[config.mk]
export PLATFORM = sky130hd
export DESIGN_NAME = flash_checksum_scanner
export DESIGN_NICKNAME = d
export VERILOG_FILES = /design/src/design/scan_pkg.sv /design/src/design/crc_engine.sv /design/src/design/axil_slave.sv /design/src/design/flash_checksum_scanner.sv
export SDC_FILE = /design/constraint.sdc
export NUM_CORES = 1
export LEC_CHECK = 0
export BUFFER_PORTS_ARGS = -buffer_cell sky130_fd_sc_hd__buf_2
export CORE_MARGIN = 2
export CORE_UTILIZATION = 35
export CTS_CLUSTER_DIAMETER = 100
export CTS_CLUSTER_SIZE = 10
export DETAILED_ROUTE_END_ITERATION = 8
export PLACE_DENSITY = 0.65
export SYNTH_ARGS = -nofsm -noshare
export SYNTH_HDL_FRONTEND = slang
export SYNTH_HIERARCHICAL = 1
export SYNTH_SLANG_ARGS = --single-unit
[constraint.sdc]
create_clock -name clk -period 5.61 [get_ports clk]
set_input_delay 1.4025 -clock clk [delete_from_list [all_inputs] [get_ports clk]]
set_output_delay 1.4025 -clock clk [all_outputs]
set_load 0.02 [all_outputs]
[src/design/scan_pkg.sv]
package scan_pkg;
	// Register indices; byte address is four times the index
	localparam logic [3:0] IDX_CONTROL = 4'h0;
	localparam logic [3:0] IDX_SECTION = 4'h1;
	localparam logic [3:0] IDX_STATUS = 4'h2;
	localparam logic [5:0] ADDR_CONTROL = {IDX_CONTROL, 2'h0};
	localparam logic [5:0] ADDR_SECTION = {IDX_SECTION, 2'h0};
	localparam logic [5:0] ADDR_STATUS = {IDX_STATUS, 2'h0};
	// Field positions
	localparam int BIT_ENABLE = 0;
	localparam int BIT_NMI_ARM = 1;
	localparam int BIT_SOFTRST = 7;
	localparam int BIT_BUSY = 0;
	localparam int BIT_OK = 1;
	// Reset values
	localparam logic [7:0] CONTROL_RST = 8'h00;
	localparam logic [1:0] SECTION_RST = 2'h0;
	localparam logic [7:0] STATUS_RST = 8'h02;
	// Section encodings
	localparam logic [1:0] SEC_FLASH = 2'h0;
	localparam logic [1:0] SEC_BOOT_APP = 2'h1;
	localparam logic [1:0] SEC_BOOT = 2'h2;
	// Timing
	localparam logic [1:0] START_DELAY = 2'h3;
	localparam logic [1:0] FETCH_CYCLES = 2'h3;
	// CRC constants and AXI response codes
	localparam logic [31:0] POLY16 = 32'h00001021;
	localparam logic [31:0] POLY32 = 32'h04c11db7;
	localparam logic [31:0] CRC_INIT = 32'hffffffff;
	localparam logic [1:0] AXI_OKAY = 2'h0;
	localparam logic [1:0] AXI_SLVERR = 2'h2;

	typedef struct packed {
		logic [5:0] addr;
		logic [31:0] data;
		logic [3:0] strb;
	} wr_req_t;

	typedef enum logic [3:0] {
		ST_IDLE = 4'b0001,
		ST_WAIT = 4'b0010,
		ST_FETCH = 4'b0100,
		ST_DONE = 4'b1000
	} scan_state_t;
endpackage : scan_pkg

[src/design/crc_engine.sv]
`timescale 1ns/1ps
`default_nettype none
module crc_engine
	import scan_pkg::*;
(
	// Clock and reset
	input wire logic clk,
	input wire logic rst,
	// Control
	input wire logic use_crc32,
	input wire logic init,
	input wire logic byte_valid,
	input wire logic [7:0] byte_in,
	// Result
	output logic [31:0] crc
);
	logic [31:0] crc_r;
	logic [31:0] crc_nxt;
	logic [31:0] poly;

	assign poly = use_crc32 ? POLY32 : POLY16;

	// MSB first, one byte per step
	always_comb begin
		logic [31:0] c;
		logic fb;
		c = crc_r;
		fb = 1'b0;
		for (int i = 7; i >= 0; i--) begin
			fb = (use_crc32 ? c[31] : c[15]) ^ byte_in[i];
			c = {c[30:0], 1'b0};
			if (fb) begin
				c = c ^ poly;
			end
		end
		crc_nxt = use_crc32 ? c : {16'h0000, c[15:0]};
	end

	always_ff @(posedge clk or posedge rst) begin
		if (rst) begin
			crc_r <= CRC_INIT;
		end else if (init) begin
			crc_r <= CRC_INIT;
		end else if (byte_valid) begin
			crc_r <= crc_nxt;
		end
	end

	assign crc = crc_r;
endmodule : crc_engine
`default_nettype wire

[src/design/axil_slave.sv]
`timescale 1ns/1ps
`default_nettype none
module axil_slave
	import scan_pkg::*;
(
	// Clock and reset
	input wire logic clk,
	input wire logic rst,
	// Write channels
	input wire logic [5:0] s_axi_awaddr,
	input wire logic s_axi_awvalid,
	output logic s_axi_awready,
	input wire logic [31:0] s_axi_wdata,
	input wire logic [3:0] s_axi_wstrb,
	input wire logic s_axi_wvalid,
	output logic s_axi_wready,
	output logic [1:0] s_axi_bresp,
	output logic s_axi_bvalid,
	input wire logic s_axi_bready,
	// Read channels
	input wire logic [5:0] s_axi_araddr,
	input wire logic s_axi_arvalid,
	output logic s_axi_arready,
	output logic [31:0] s_axi_rdata,
	output logic [1:0] s_axi_rresp,
	output logic s_axi_rvalid,
	input wire logic s_axi_rready,
	// Register side
	output logic wr_en,
	output wr_req_t wr_req,
	input wire logic [31:0] rd_data,
	input wire logic rd_hit,
	output logic [5:0] rd_addr
);
	logic aw_have_r;
	logic w_have_r;
	logic [5:0] aw_r;
	logic [31:0] w_r;
	logic [3:0] s_r;
	logic wr_fire;

	assign s_axi_awready = !aw_have_r && !s_axi_bvalid;
	assign s_axi_wready = !w_have_r && !s_axi_bvalid;
	assign s_axi_arready = !s_axi_rvalid;
	assign wr_fire = aw_have_r && w_have_r && !s_axi_bvalid;
	assign wr_en = wr_fire;
	assign wr_req = '{addr: aw_r, data: w_r, strb: s_r};
	assign rd_addr = s_axi_araddr;

	always_ff @(posedge clk or posedge rst) begin
		if (rst) begin
			aw_have_r <= 1'b0;
			w_have_r <= 1'b0;
			aw_r <= 6'h00;
			w_r <= 32'h00000000;
			s_r <= 4'h0;
			s_axi_bvalid <= 1'b0;
			s_axi_bresp <= AXI_OKAY;
		end else begin
			if (s_axi_awvalid && s_axi_awready) begin
				aw_have_r <= 1'b1;
				aw_r <= s_axi_awaddr;
			end
			if (s_axi_wvalid && s_axi_wready) begin
				w_have_r <= 1'b1;
				w_r <= s_axi_wdata;
				s_r <= s_axi_wstrb;
			end
			if (wr_fire) begin
				aw_have_r <= 1'b0;
				w_have_r <= 1'b0;
				s_axi_bvalid <= 1'b1;
				s_axi_bresp <= (aw_r == ADDR_CONTROL || aw_r == ADDR_SECTION
					|| aw_r == ADDR_STATUS) ? AXI_OKAY : AXI_SLVERR;
			end else if (s_axi_bready) begin
				s_axi_bvalid <= 1'b0;
			end
		end
	end

	always_ff @(posedge clk or posedge rst) begin
		if (rst) begin
			s_axi_rvalid <= 1'b0;
			s_axi_rdata <= 32'h00000000;
			s_axi_rresp <= AXI_OKAY;
		end else if (s_axi_arvalid && s_axi_arready) begin
			s_axi_rvalid <= 1'b1;
			s_axi_rdata <= rd_data;
			s_axi_rresp <= rd_hit ? AXI_OKAY : AXI_SLVERR;
		end else if (s_axi_rready) begin
			s_axi_rvalid <= 1'b0;
		end
	end
endmodule : axil_slave
`default_nettype wire

[src/design/flash_checksum_scanner.sv]
// Functional notes
// - Reset strobe clears registers two cycles later
// - Strobe always taken when failure interrupt off
// - Strobe ignored while busy if interrupt armed
// - Failed compare raises NMI when armed
// - Interrupt enable cleared only by system reset
// - Interrupt enable set only while idle
// - Enable write of one starts fresh scan when idle
// - Enable write of zero has no effect
// - Enable reads one after start-up scan
// - Control locked after NMI raised
// - Section select locked while busy or NMI
// - Section codes: flash, boot+app, boot
// - Section reads back start-up checked section
// - Passed bit one after reset, then result
// - Busy bit high for whole scan
// - Scan begins three cycles after enable
// - Failure clears passed; NMI sticks until reset
// - Priority flash access, three cycles per fetch
// - CRC16 or CRC32 chosen by fuse
`timescale 1ns/1ps
`default_nettype none
module flash_checksum_scanner
	import scan_pkg::*;
(
	// Clock and reset
	input wire logic clk,
	input wire logic rst,
	// AXI4-Lite register bus
	input wire logic [5:0] s_axi_awaddr,
	input wire logic s_axi_awvalid,
	output logic s_axi_awready,
	input wire logic [31:0] s_axi_wdata,
	input wire logic [3:0] s_axi_wstrb,
	input wire logic s_axi_wvalid,
	output logic s_axi_wready,
	output logic [1:0] s_axi_bresp,
	output logic s_axi_bvalid,
	input wire logic s_axi_bready,
	input wire logic [5:0] s_axi_araddr,
	input wire logic s_axi_arvalid,
	output logic s_axi_arready,
	output logic [31:0] s_axi_rdata,
	output logic [1:0] s_axi_rresp,
	output logic s_axi_rvalid,
	input wire logic s_axi_rready,
	// Fuse configuration, static
	input wire logic fuse_crc32,
	input wire logic fuse_startup_scan,
	input wire logic [1:0] fuse_startup_section,
	input wire logic [23:0] boot_end,
	input wire logic [23:0] app_end,
	input wire logic [23:0] flash_end,
	// Flash read port
	output logic flash_req,
	output logic [23:0] flash_addr,
	input wire logic [15:0] flash_rdata,
	output logic cpu_stall,
	// Start-up and interrupt
	output logic startup_done,
	output logic nmi_req
);
	wr_req_t wr_req;
	logic wr_en;
	logic [31:0] rd_data;
	logic rd_hit;
	logic [5:0] rd_addr;

	logic enable_r;
	logic nmi_arm_r;
	logic [1:0] section_r;
	logic ok_r;
	logic nmi_r;
	logic softrst_r;
	logic boot_pend_r;
	logic startup_done_r;
	scan_state_t state_r;
	scan_state_t state_nxt;
	logic [1:0] cnt_r;
	logic [23:0] addr_r;
	logic [23:0] end_r;
	logic crc_init;
	logic crc_step;
	logic [31:0] crc;
	logic [7:0] crc_byte;
	logic hi_half_r;
	logic [15:0] word_r;

	logic busy;
	logic wr_ctrl;
	logic wr_sec;
	logic ctrl_ok;
	logic sec_ok;
	logic start_sw;
	logic start_any;
	logic softrst_acc;
	logic nmi_arm_set;
	logic last_byte;
	logic scan_fail;
	logic [23:0] sel_end;
	logic [7:0] ctrl_val;
	logic [7:0] stat_val;

	axil_slave u_bus (
		.clk(clk),
		.rst(rst),
		.s_axi_awaddr(s_axi_awaddr),
		.s_axi_awvalid(s_axi_awvalid),
		.s_axi_awready(s_axi_awready),
		.s_axi_wdata(s_axi_wdata),
		.s_axi_wstrb(s_axi_wstrb),
		.s_axi_wvalid(s_axi_wvalid),
		.s_axi_wready(s_axi_wready),
		.s_axi_bresp(s_axi_bresp),
		.s_axi_bvalid(s_axi_bvalid),
		.s_axi_bready(s_axi_bready),
		.s_axi_araddr(s_axi_araddr),
		.s_axi_arvalid(s_axi_arvalid),
		.s_axi_arready(s_axi_arready),
		.s_axi_rdata(s_axi_rdata),
		.s_axi_rresp(s_axi_rresp),
		.s_axi_rvalid(s_axi_rvalid),
		.s_axi_rready(s_axi_rready),
		.wr_en(wr_en),
		.wr_req(wr_req),
		.rd_data(rd_data),
		.rd_hit(rd_hit),
		.rd_addr(rd_addr)
	);

	crc_engine u_crc (
		.clk(clk),
		.rst(rst),
		.use_crc32(fuse_crc32),
		.init(crc_init),
		.byte_valid(crc_step),
		.byte_in(crc_byte),
		.crc(crc)
	);

	// Register write decode
	assign busy = (state_r != ST_IDLE);
	assign wr_ctrl = wr_en && wr_req.addr == ADDR_CONTROL && wr_req.strb[0];
	assign wr_sec = wr_en && wr_req.addr == ADDR_SECTION && wr_req.strb[0];
	assign ctrl_ok = wr_ctrl && !nmi_r && startup_done_r;
	assign sec_ok = wr_sec && !busy && !nmi_r && startup_done_r;
	assign softrst_acc = ctrl_ok && wr_req.data[BIT_SOFTRST]
		&& (!nmi_arm_r || !busy);
	assign nmi_arm_set = ctrl_ok && wr_req.data[BIT_NMI_ARM]
		&& !busy;
	assign start_sw = ctrl_ok && wr_req.data[BIT_ENABLE] && !softrst_acc
		&& !softrst_r;
	assign start_any = start_sw || boot_pend_r;

	// Section end select
	assign sel_end = (section_r == SEC_BOOT) ? boot_end
		: (section_r == SEC_BOOT_APP) ? app_end : flash_end;
	assign last_byte = (addr_r == end_r) && hi_half_r;
	assign scan_fail = fuse_crc32 ? (crc != 32'h00000000)
		: (crc[15:0] != 16'h0000);

	// Scan sequencer
	always_comb begin
		state_nxt = state_r;
		case (state_r)
			ST_IDLE: begin
				if (start_any) begin
					state_nxt = ST_WAIT;
				end
			end
			ST_WAIT: begin
				if (cnt_r == START_DELAY - 2'h1) begin
					state_nxt = ST_FETCH;
				end
			end
			ST_FETCH: begin
				if (cnt_r == FETCH_CYCLES - 2'h1 && last_byte) begin
					state_nxt = ST_DONE;
				end
			end
			ST_DONE: state_nxt = ST_IDLE;
			default: state_nxt = ST_IDLE;
		endcase
		if (softrst_r) begin
			state_nxt = ST_IDLE;
		end
	end

	// Two bytes per 16-bit fetch, MSB byte first
	assign crc_byte = hi_half_r ? word_r[7:0] : word_r[15:8];
	assign crc_init = (state_r == ST_WAIT);
	assign crc_step = (state_r == ST_FETCH) && cnt_r != 2'h0;
	assign flash_req = (state_r == ST_FETCH);
	assign flash_addr = addr_r;
	assign cpu_stall = (state_r == ST_FETCH) || !startup_done_r;

	always_ff @(posedge clk or posedge rst) begin
		if (rst) begin
			state_r <= ST_IDLE;
			cnt_r <= 2'h0;
			addr_r <= 24'h000000;
			end_r <= 24'h000000;
			hi_half_r <= 1'b0;
			word_r <= 16'h0000;
		end else begin
			state_r <= state_nxt;
			if (state_r != state_nxt || cnt_r == FETCH_CYCLES - 2'h1) begin
				cnt_r <= 2'h0;
			end else begin
				cnt_r <= cnt_r + 2'h1;
			end
			if (state_r == ST_IDLE) begin
				addr_r <= 24'h000000;
				end_r <= sel_end;
				hi_half_r <= 1'b0;
			end
			if (state_r == ST_FETCH && cnt_r == 2'h0) begin
				word_r <= flash_rdata;
			end
			if (crc_step) begin
				hi_half_r <= !hi_half_r;
				if (!last_byte) begin
					addr_r <= addr_r + 24'h000001;
				end
			end
		end
	end

	// Control and status registers
	always_ff @(posedge clk or posedge rst) begin
		if (rst) begin
			enable_r <= 1'b0;
			nmi_arm_r <= 1'b0;
			section_r <= SECTION_RST;
			ok_r <= STATUS_RST[BIT_OK];
			nmi_r <= 1'b0;
			softrst_r <= 1'b0;
			boot_pend_r <= 1'b0;
			startup_done_r <= 1'b0;
		end else begin
			softrst_r <= softrst_acc;
			boot_pend_r <= 1'b0;
			if (!startup_done_r && !boot_pend_r && state_r == ST_IDLE) begin
				if (fuse_startup_scan && !enable_r) begin
					enable_r <= 1'b1;
					section_r <= fuse_startup_section;
					boot_pend_r <= 1'b1;
				end else if (!fuse_startup_scan || ok_r) begin
					startup_done_r <= 1'b1;
				end
			end
			if (start_sw) begin
				enable_r <= 1'b1;
			end
			if (nmi_arm_set) begin
				nmi_arm_r <= 1'b1;
			end
			if (sec_ok) begin
				section_r <= wr_req.data[1:0];
			end
			if (state_r == ST_DONE) begin
				ok_r <= !scan_fail;
				if (scan_fail && nmi_arm_r) begin
					nmi_r <= 1'b1;
				end
			end
			if (softrst_r) begin
				enable_r <= 1'b0;
				section_r <= SECTION_RST;
				ok_r <= STATUS_RST[BIT_OK];
			end
		end
	end

	assign nmi_req = nmi_r;
	assign startup_done = startup_done_r;

	// Read mux
	assign ctrl_val = {7'h00, enable_r}
		| ({7'h00, nmi_arm_r} << BIT_NMI_ARM);
	assign stat_val = ({7'h00, ok_r} << BIT_OK) | {7'h00, busy};
	assign rd_hit = rd_addr == ADDR_CONTROL || rd_addr == ADDR_SECTION
		|| rd_addr == ADDR_STATUS;
	assign rd_data = (rd_addr == ADDR_CONTROL) ? {24'h000000, ctrl_val}
		: (rd_addr == ADDR_SECTION) ? {30'h00000000, section_r}
		: (rd_addr == ADDR_STATUS) ? {24'h000000, stat_val}
		: 32'h00000000;
endmodule : flash_checksum_scanner
`default_nettype wire

# Word-level counts from Yosys, hierarchy flattened
# Index checks and enable logic that the tools add are counted.
[totals] output_inout_bits=69 inputBits=147 regBits=167 elab_cells=196
[op_classes] reduce_logical=76 eq_ne=14 mux=60 n_bitwise=19 add_sub_neg=2
[ops] operator="two-way mux 32 bit" count=11
[ops] operator="XOR 32 bit" count=8
[ops] operator="two-way mux 24 bit" count=5
[ops] operator="nonzero test 32 bit" count=1
[ops] operator="logical AND 1 bit" count=31
[ops] operator="two-way mux 1 bit" count=27
[ops] operator="two-way mux 27 bit" count=1
[ops] operator="adder 24 x 1 -> 24 bit, second input constant" count=1
[ops] operator="equality test 24 bit" count=1
[ops] operator="two-way mux 2 bit" count=10
[ops] operator="two-way mux 4 bit" count=4
[ops] operator="nonzero test 16 bit" count=1
[ops] operator="nonzero test 2 bit" count=8
[ops] operator="zero test 1 bit" count=15
[ops] operator="equality test 6 x 3 -> 1 bit, second input constant" count=2
[ops] operator="equality test 6 x 4 -> 1 bit, second input constant" count=2
[ops] operator="zero test 6 bit" count=2
[ops] operator="case mux 4 bit (3 select lines)" count=1
[ops] operator="nonzero test 3 bit" count=4
[ops] operator="logical OR 1 bit" count=9
[ops] operator="two-way mux 8 bit" count=1
[ops] operator="XOR 1 bit" count=8
[ops] operator="AND reduction 2 bit" count=3
[ops] operator="equality test 2 bit, second input constant" count=2
[ops] operator="13 further kinds" count=13

# Logic depth before layout (Yosys ltp)
[depth] ltp_word=27 mapped_depth=10 ltp_nobuf=8

# Hierarchy
# The synthesis kept the hierarchy.
[by_module_without_submodules] module="flash_checksum_scanner" area_per_inst_um2=4906.0 cells_each=520 instances=1 seq_area_each_um2=2004.4
[by_module_without_submodules] module="axil_slave" area_per_inst_um2=3230.6 cells_each=193 instances=1 seq_area_each_um2=2001.9
[by_module_without_submodules] module="crc_engine" area_per_inst_um2=2583.7 cells_each=249 instances=1 seq_area_each_um2=840.8

# Worst setup path after synthesis
# OpenSTA, ideal clock, no wires.
[synth_path] path_kind="input -> register" from="input port fuse_crc32" to="register u_crc.crc_r[14], in the netlist u_crc/crc[14]" setup_slack_ns=2.466 t_required_ns=5.528 setup_time_ns=0.082 arrival_time_ns=3.062 n_path_buf=1 path_stages=8 path_cell_list="buf_6 mux2i_1 xnor2_4 xor2_2 xnor3_1 nand2_1 xnor2_1 a211o_1"
[synth_via] elab_chain_cells=27 elab_cells_between_ends=36 cone_classes="mux: 20; bitwise: 16"
[synth_lines] item="start, declared" line="flash_checksum_scanner.sv:48" source="input wire logic fuse_crc32,"
[synth_lines] item="two-way mux 1 bit" line="crc_engine.sv:30" source="fb = (use_crc32 ? c[31] : c[15]) ^ byte_in[i];"
[synth_lines] item="XOR 1 bit" line="crc_engine.sv:30"
[synth_lines] item="two-way mux 32 bit" line="crc_engine.sv:32" source="if (fb) begin"
[synth_lines] item="two-way mux 1 bit" line="crc_engine.sv:30"
[synth_lines] item="XOR 1 bit" line="crc_engine.sv:30"
[synth_lines] item="two-way mux 32 bit" line="crc_engine.sv:32"
[synth_lines] item="two-way mux 1 bit" line="crc_engine.sv:30"
[synth_lines] item="XOR 1 bit" line="crc_engine.sv:30"
[synth_lines] item="[11 not listed]"
[synth_lines] item="XOR 1 bit" line="crc_engine.sv:30"
[synth_lines] item="two-way mux 32 bit" line="crc_engine.sv:32"
[synth_lines] item="two-way mux 1 bit" line="crc_engine.sv:30"
[synth_lines] item="XOR 1 bit" line="crc_engine.sv:30"
[synth_lines] item="two-way mux 32 bit *" line="crc_engine.sv:32"
[synth_lines] item="two-way mux 32 bit *" line="crc_engine.sv:36" source="crc_nxt = use_crc32 ? c : {16'h0000, c[15:0]};"
[synth_lines] item="two-way mux 32 bit *" line="crc_engine.sv:44" source="end else if (byte_valid) begin"
[synth_lines] item="two-way mux 32 bit *" line="crc_engine.sv:42" source="end else if (init) begin"
[synth_lines] item="end signal, assigned" line="crc_engine.sv:45" source="crc_r <= crc_nxt;"
[synth_lines] item="end, declared" line="crc_engine.sv:17" source="logic [31:0] crc_r;"
# Mark *: on every way between the ends. The rest lies on a longest branch, timed or not. The select of a mux whose other input is x is not followed.
# A chain may end at the register's enable or synchronous reset.

# Worst setup path after layout
[layout_path] from="register state_r[1]" to="register u_crc.crc_r[20], in the netlist u_crc/crc[20]"
[layout_via] elab_chain_cells=3 elab_cells_between_ends=5 cone_classes="eq/ne: 2; mux: 1; reduce/logical: 2"
[layout_lines] item="start, declared" line="flash_checksum_scanner.sv:77" source="scan_state_t state_r;"
[layout_lines] item="start signal, assigned" line="flash_checksum_scanner.sv:206" source="state_r <= state_nxt;"
[layout_lines] item="equality test 4 x 3 -> 1 bit" line="flash_checksum_scanner.sv:192" source="assign crc_step = (state_r == ST_FETCH) && cnt_r != 2'h0;"
[layout_lines] item="logical AND 1 bit" line="flash_checksum_scanner.sv:192"
[layout_lines] item="net crc_step" line="flash_checksum_scanner.sv:83" source="logic crc_step;"
[layout_lines] item="nonzero test 2 bit (no line)"
# The timed path passes the listed nets, and every way through them passes these cells.

==> impl_table.tex <==
\begin{tabular}{lr}
\hline
Metric & Value \\
\hline
\multicolumn{2}{l}{\textbf{Run status}} \\
Status & finished, final reports clean \\
\multicolumn{2}{l}{\textbf{Setup path}} \\
Critical path data arrival time & 3800 ps \\
Delay of the slowest critical-path stage & 660 ps \\
Number of buffers and inverters on the critical path & 2 \\
Depth of the worst register-to-register path & 7 \\
Critical Path Source Type & register \\
Maximum fanout count along the critical path & 30 \\
Required time of the critical path & 5970 ps \\
Critical path's slowest cell & sky130\_fd\_sc\_hd\_\_inv\_1 \\
Setup crit end kind & register \\
Crit-path leading delay family & simple AND/OR/NAND/NOR gates \\
Critical path depth in cells & 7 \\
Type of the worst setup path & register to register \\
Series of cell instances along the critical path & nor2\_1 -> nand3b\_1 -> or2\_2 -> inv\_1 -> inv\_1 -> nor2\_1 -> a221o\_1 \\
\multicolumn{2}{l}{\textbf{Global routing}} \\
Antenna violations before repair & 2 \\
First-pass GRT wire length & 36,800 µm \\
Global-route usage over all layers & 16.2\% \\
Maximum number of pins on one net before global-route repair & 71 \\
Number of global-route vias before repair & 7,011 \\
Sum of overflow across all layers after global routing & 0 \\
\multicolumn{2}{l}{\textbf{Routing}} \\
Wire length on met2 & 10,400 µm \\
Number of vias per cell & 4.94 \\
Met3 WL post-DR & 1030 µm \\
Total routed wirelength & 22,700 µm \\
Total number of vias & 7,050 \\
DRC violations left & 0 \\
Top layer reached by signal wires & met5 \\
Count of antenna-violating nets left after detailed routing & 0 \\
Routed length per placed instance & 15.9 µm \\
Detailed Route Iter0 Violations & 373 \\
Detailed-routing iteration count for the pre-antenna-repair pass & 5 \\
Detailed-route wire length on metal 1 & 11,000 µm \\
\multicolumn{2}{l}{\textbf{Timing}} \\
Total count of max-transition violations in the final report & 0 \\
Setup\_tns & 0 ps \\
Time the final worst path needs with I/O delays and setup & 3450 ps \\
Timing-limited maximum frequency & 290 MHz \\
WHS & 436 ps \\
Max transition margin & 19.2\% \\
Setup-failing EPs final & 0 \\
Setup repair after global routing missed its margin & no \\
Worst setup margin & 2160 ps \\
Slew at the pin closest to its max-slew limit & 1210 ps \\
Total count of hold-check failures in the final report & 0 \\
Portion of the clock cycle consumed by the worst path in the final layout & 61.5\% \\
Clock Skew & 23.0 ps \\
\multicolumn{2}{l}{\textbf{CTS}} \\
Post-CTS Setup Bufs & 0 \\
Clock root buffer & sky130\_fd\_sc\_hd\_\_clkbuf\_16 \\
Post-CTS sizing & 0 \\
CTS Sinks & 160 \\
Clock latency on the worst-skew pair & 440 ps \\
Clock-pin slew reported for the worst setup and hold paths after clock tree synthesis & 70 ps \\
Number of CTS-inserted buffers & 17 \\
Hold bufs inserted after CTS & 0 \\
Depth of the CTS H-tree & 4 \\
CTS tree & built \\
CTS Buffer Depth & 2 \\
\multicolumn{2}{l}{\textbf{Die}} \\
Y dimension of the die & 168 µm \\
Cell Rows & 60 \\
Placeable core region & 0.0267 mm² \\
Top Ports & 216 \\
Starting density of the core & 35.3\% \\
X dimension of the die & 168 µm \\
DIE AREA & 0.0283 mm² \\
\multicolumn{2}{l}{\textbf{Pwr}} \\
Sw Ratio & 35.6\% \\
Share of total power in the clock network & 29.2\% \\
Peak ir drop on the vdd network & 0.220 mV \\
Proportion of power drawn by flip-flops and latches & 40.8\% \\
Cell Int Power & 2.60 mW \\
Net switching power of the design & 1.44 mW \\
Part of the total power dissipated in combinational logic & 30.0\% \\
Pwr per Cell Area & 359 mW/mm² \\
Total power & 4.03 mW \\
Leakage power figure & 4.90 nW \\
\multicolumn{2}{l}{\textbf{Placement}} \\
Detailed Place HPWL & 16,500 µm \\
Dpl cell area & 0.0106 mm² \\
Pre-CTS worst setup slack & 1740 ps \\
Placed Instances & 1,394 \\
Port buffer count & 181 \\
Placer congestion estimate & 0.846 \\
\multicolumn{2}{l}{\textbf{Layout}} \\
Synth-to-layout area growth & 18.9\% \\
Fraction of the core area covered by cells at the end of the flow & 42.0\% \\
Design area & 0.0112 mm² \\
Final Non-Filler Cells & 1,427 \\
Final \#Nets & 1,222 \\
Fraction of layout cells with a size suffix above 1 & 35.3\% \\
\multicolumn{2}{l}{\textbf{Yosys}} \\
Combined area of all synthesized cells & 0.00945 mm² \\
Total number of yosys warnings & 6 \\
Count of mapped cells out of synthesis & 897 \\
Mean Syn Cell Area & 10.5 µm² \\
\multicolumn{2}{l}{\textbf{Flow run}} \\
Max\_cap viols & 0 \\
\multicolumn{2}{l}{\textbf{Worst hold path}} \\
Number of instances on the worst hold path & 1 \\
Hold crit path type & register to register \\
\hline
\end{tabular}
[cells in the final DEF, fill, tap and decap left out, types with 9 or more instances in the layout]
| cell | count |
|---|---|
| sky130_fd_sc_hd__dfrtp_1 | 125 |
| sky130_fd_sc_hd__and3_1 | 10 |
| sky130_fd_sc_hd__inv_1 | 18 |
| sky130_fd_sc_hd__a21oi_1 | 28 |
| sky130_fd_sc_hd__nand2_1 | 101 |
| sky130_fd_sc_hd__dfstp_2 | 34 |
| sky130_fd_sc_hd__nor3_1 | 10 |
| sky130_fd_sc_hd__buf_2 | 181 |
| sky130_fd_sc_hd__mux2i_1 | 52 |
| sky130_fd_sc_hd__a211o_1 | 9 |
| sky130_fd_sc_hd__nor4_1 | 19 |
| sky130_fd_sc_hd__o21ai_0 | 67 |
| sky130_fd_sc_hd__nor2_1 | 33 |
| sky130_fd_sc_hd__xor2_1 | 50 |
| sky130_fd_sc_hd__mux2_2 | 88 |
| sky130_fd_sc_hd__clkbuf_16 | 17 |
| sky130_fd_sc_hd__nand3_1 | 22 |
| sky130_fd_sc_hd__xnor2_1 | 54 |
| sky130_fd_sc_hd__conb_1 | 32 |
[layout make-up]
cell class              instances  area (µm²)
repair buffers                189         966
inverters                      20        76.3
well taps                     341         427
multi-input cells             684        5100
diodes                          1        2.50
flip-flops and latches        160        4050
fillers                      2676       15500
clock inverters                15         185
clock buffers                  17         425
[power groups by stage]
stage	clock network (mW)	registers, mW	logic, mW
finish	1.18	1.65	1.21
global route	1.26	1.69	1.33
CTS	1.21	1.65	1.22
detailed placement	0	1.67	1.21
global placement	0	1.65	1.19
floorplan	0	1.60	0.977
[routing by layer]
metal	vias up	track usage, %
li1	3453	-
met5	-	0
met3	21	3.03
met1	3405	22.6
met2	169	25.8
met4	2	4.61
[final timing paths]
| kind | start | slack (ps) | endpoint |
|---|---|---|---|
| hold reg to reg | cnt_r[0]$_DFF_PP0_ | 440 | cnt_r[0]$_DFF_PP0_ |
| setup reg to reg | state_r[1]$_DFF_PP0_ | 2160 | u_crc/crc[20]$_DFFE_PP1P_ |
| setup / recovery | state_r[1]$_DFF_PP0_ | 2160 | u_crc/crc[20]$_DFFE_PP1P_ |
| max in group asynchronous | rst | 3540 | word_r[7]$_DFFE_PP0P_ |
| min in group asynchronous | rst | 1050 | nmi_req$_DFFE_PP0P_ |
| hold / removal | cnt_r[0]$_DFF_PP0_ | 440 | cnt_r[0]$_DFF_PP0_ |
[state kept, by name (all words and copies together), names as in the netlist, 2 cells and up]
name               flops
cnt_r                  2
end_r                 24
flash_addr            24
section_r              2
state_r                4
u_bus/aw_r             6
u_bus/s_axi_rdata     32
u_bus/w_r              3
u_crc/crc             32
word_r                16
[worst reg2reg max path, stage by stage (launching register included)]
cell	delay [ps]
sky130_fd_sc_hd__dfrtp_1	440
sky130_fd_sc_hd__nor2_1	170
sky130_fd_sc_hd__nand3b_1	240
sky130_fd_sc_hd__or2_2	480
sky130_fd_sc_hd__inv_1	610
sky130_fd_sc_hd__inv_1	670
sky130_fd_sc_hd__nor2_1	540
sky130_fd_sc_hd__a221o_1	230
(Power assumes the default switching activity.)
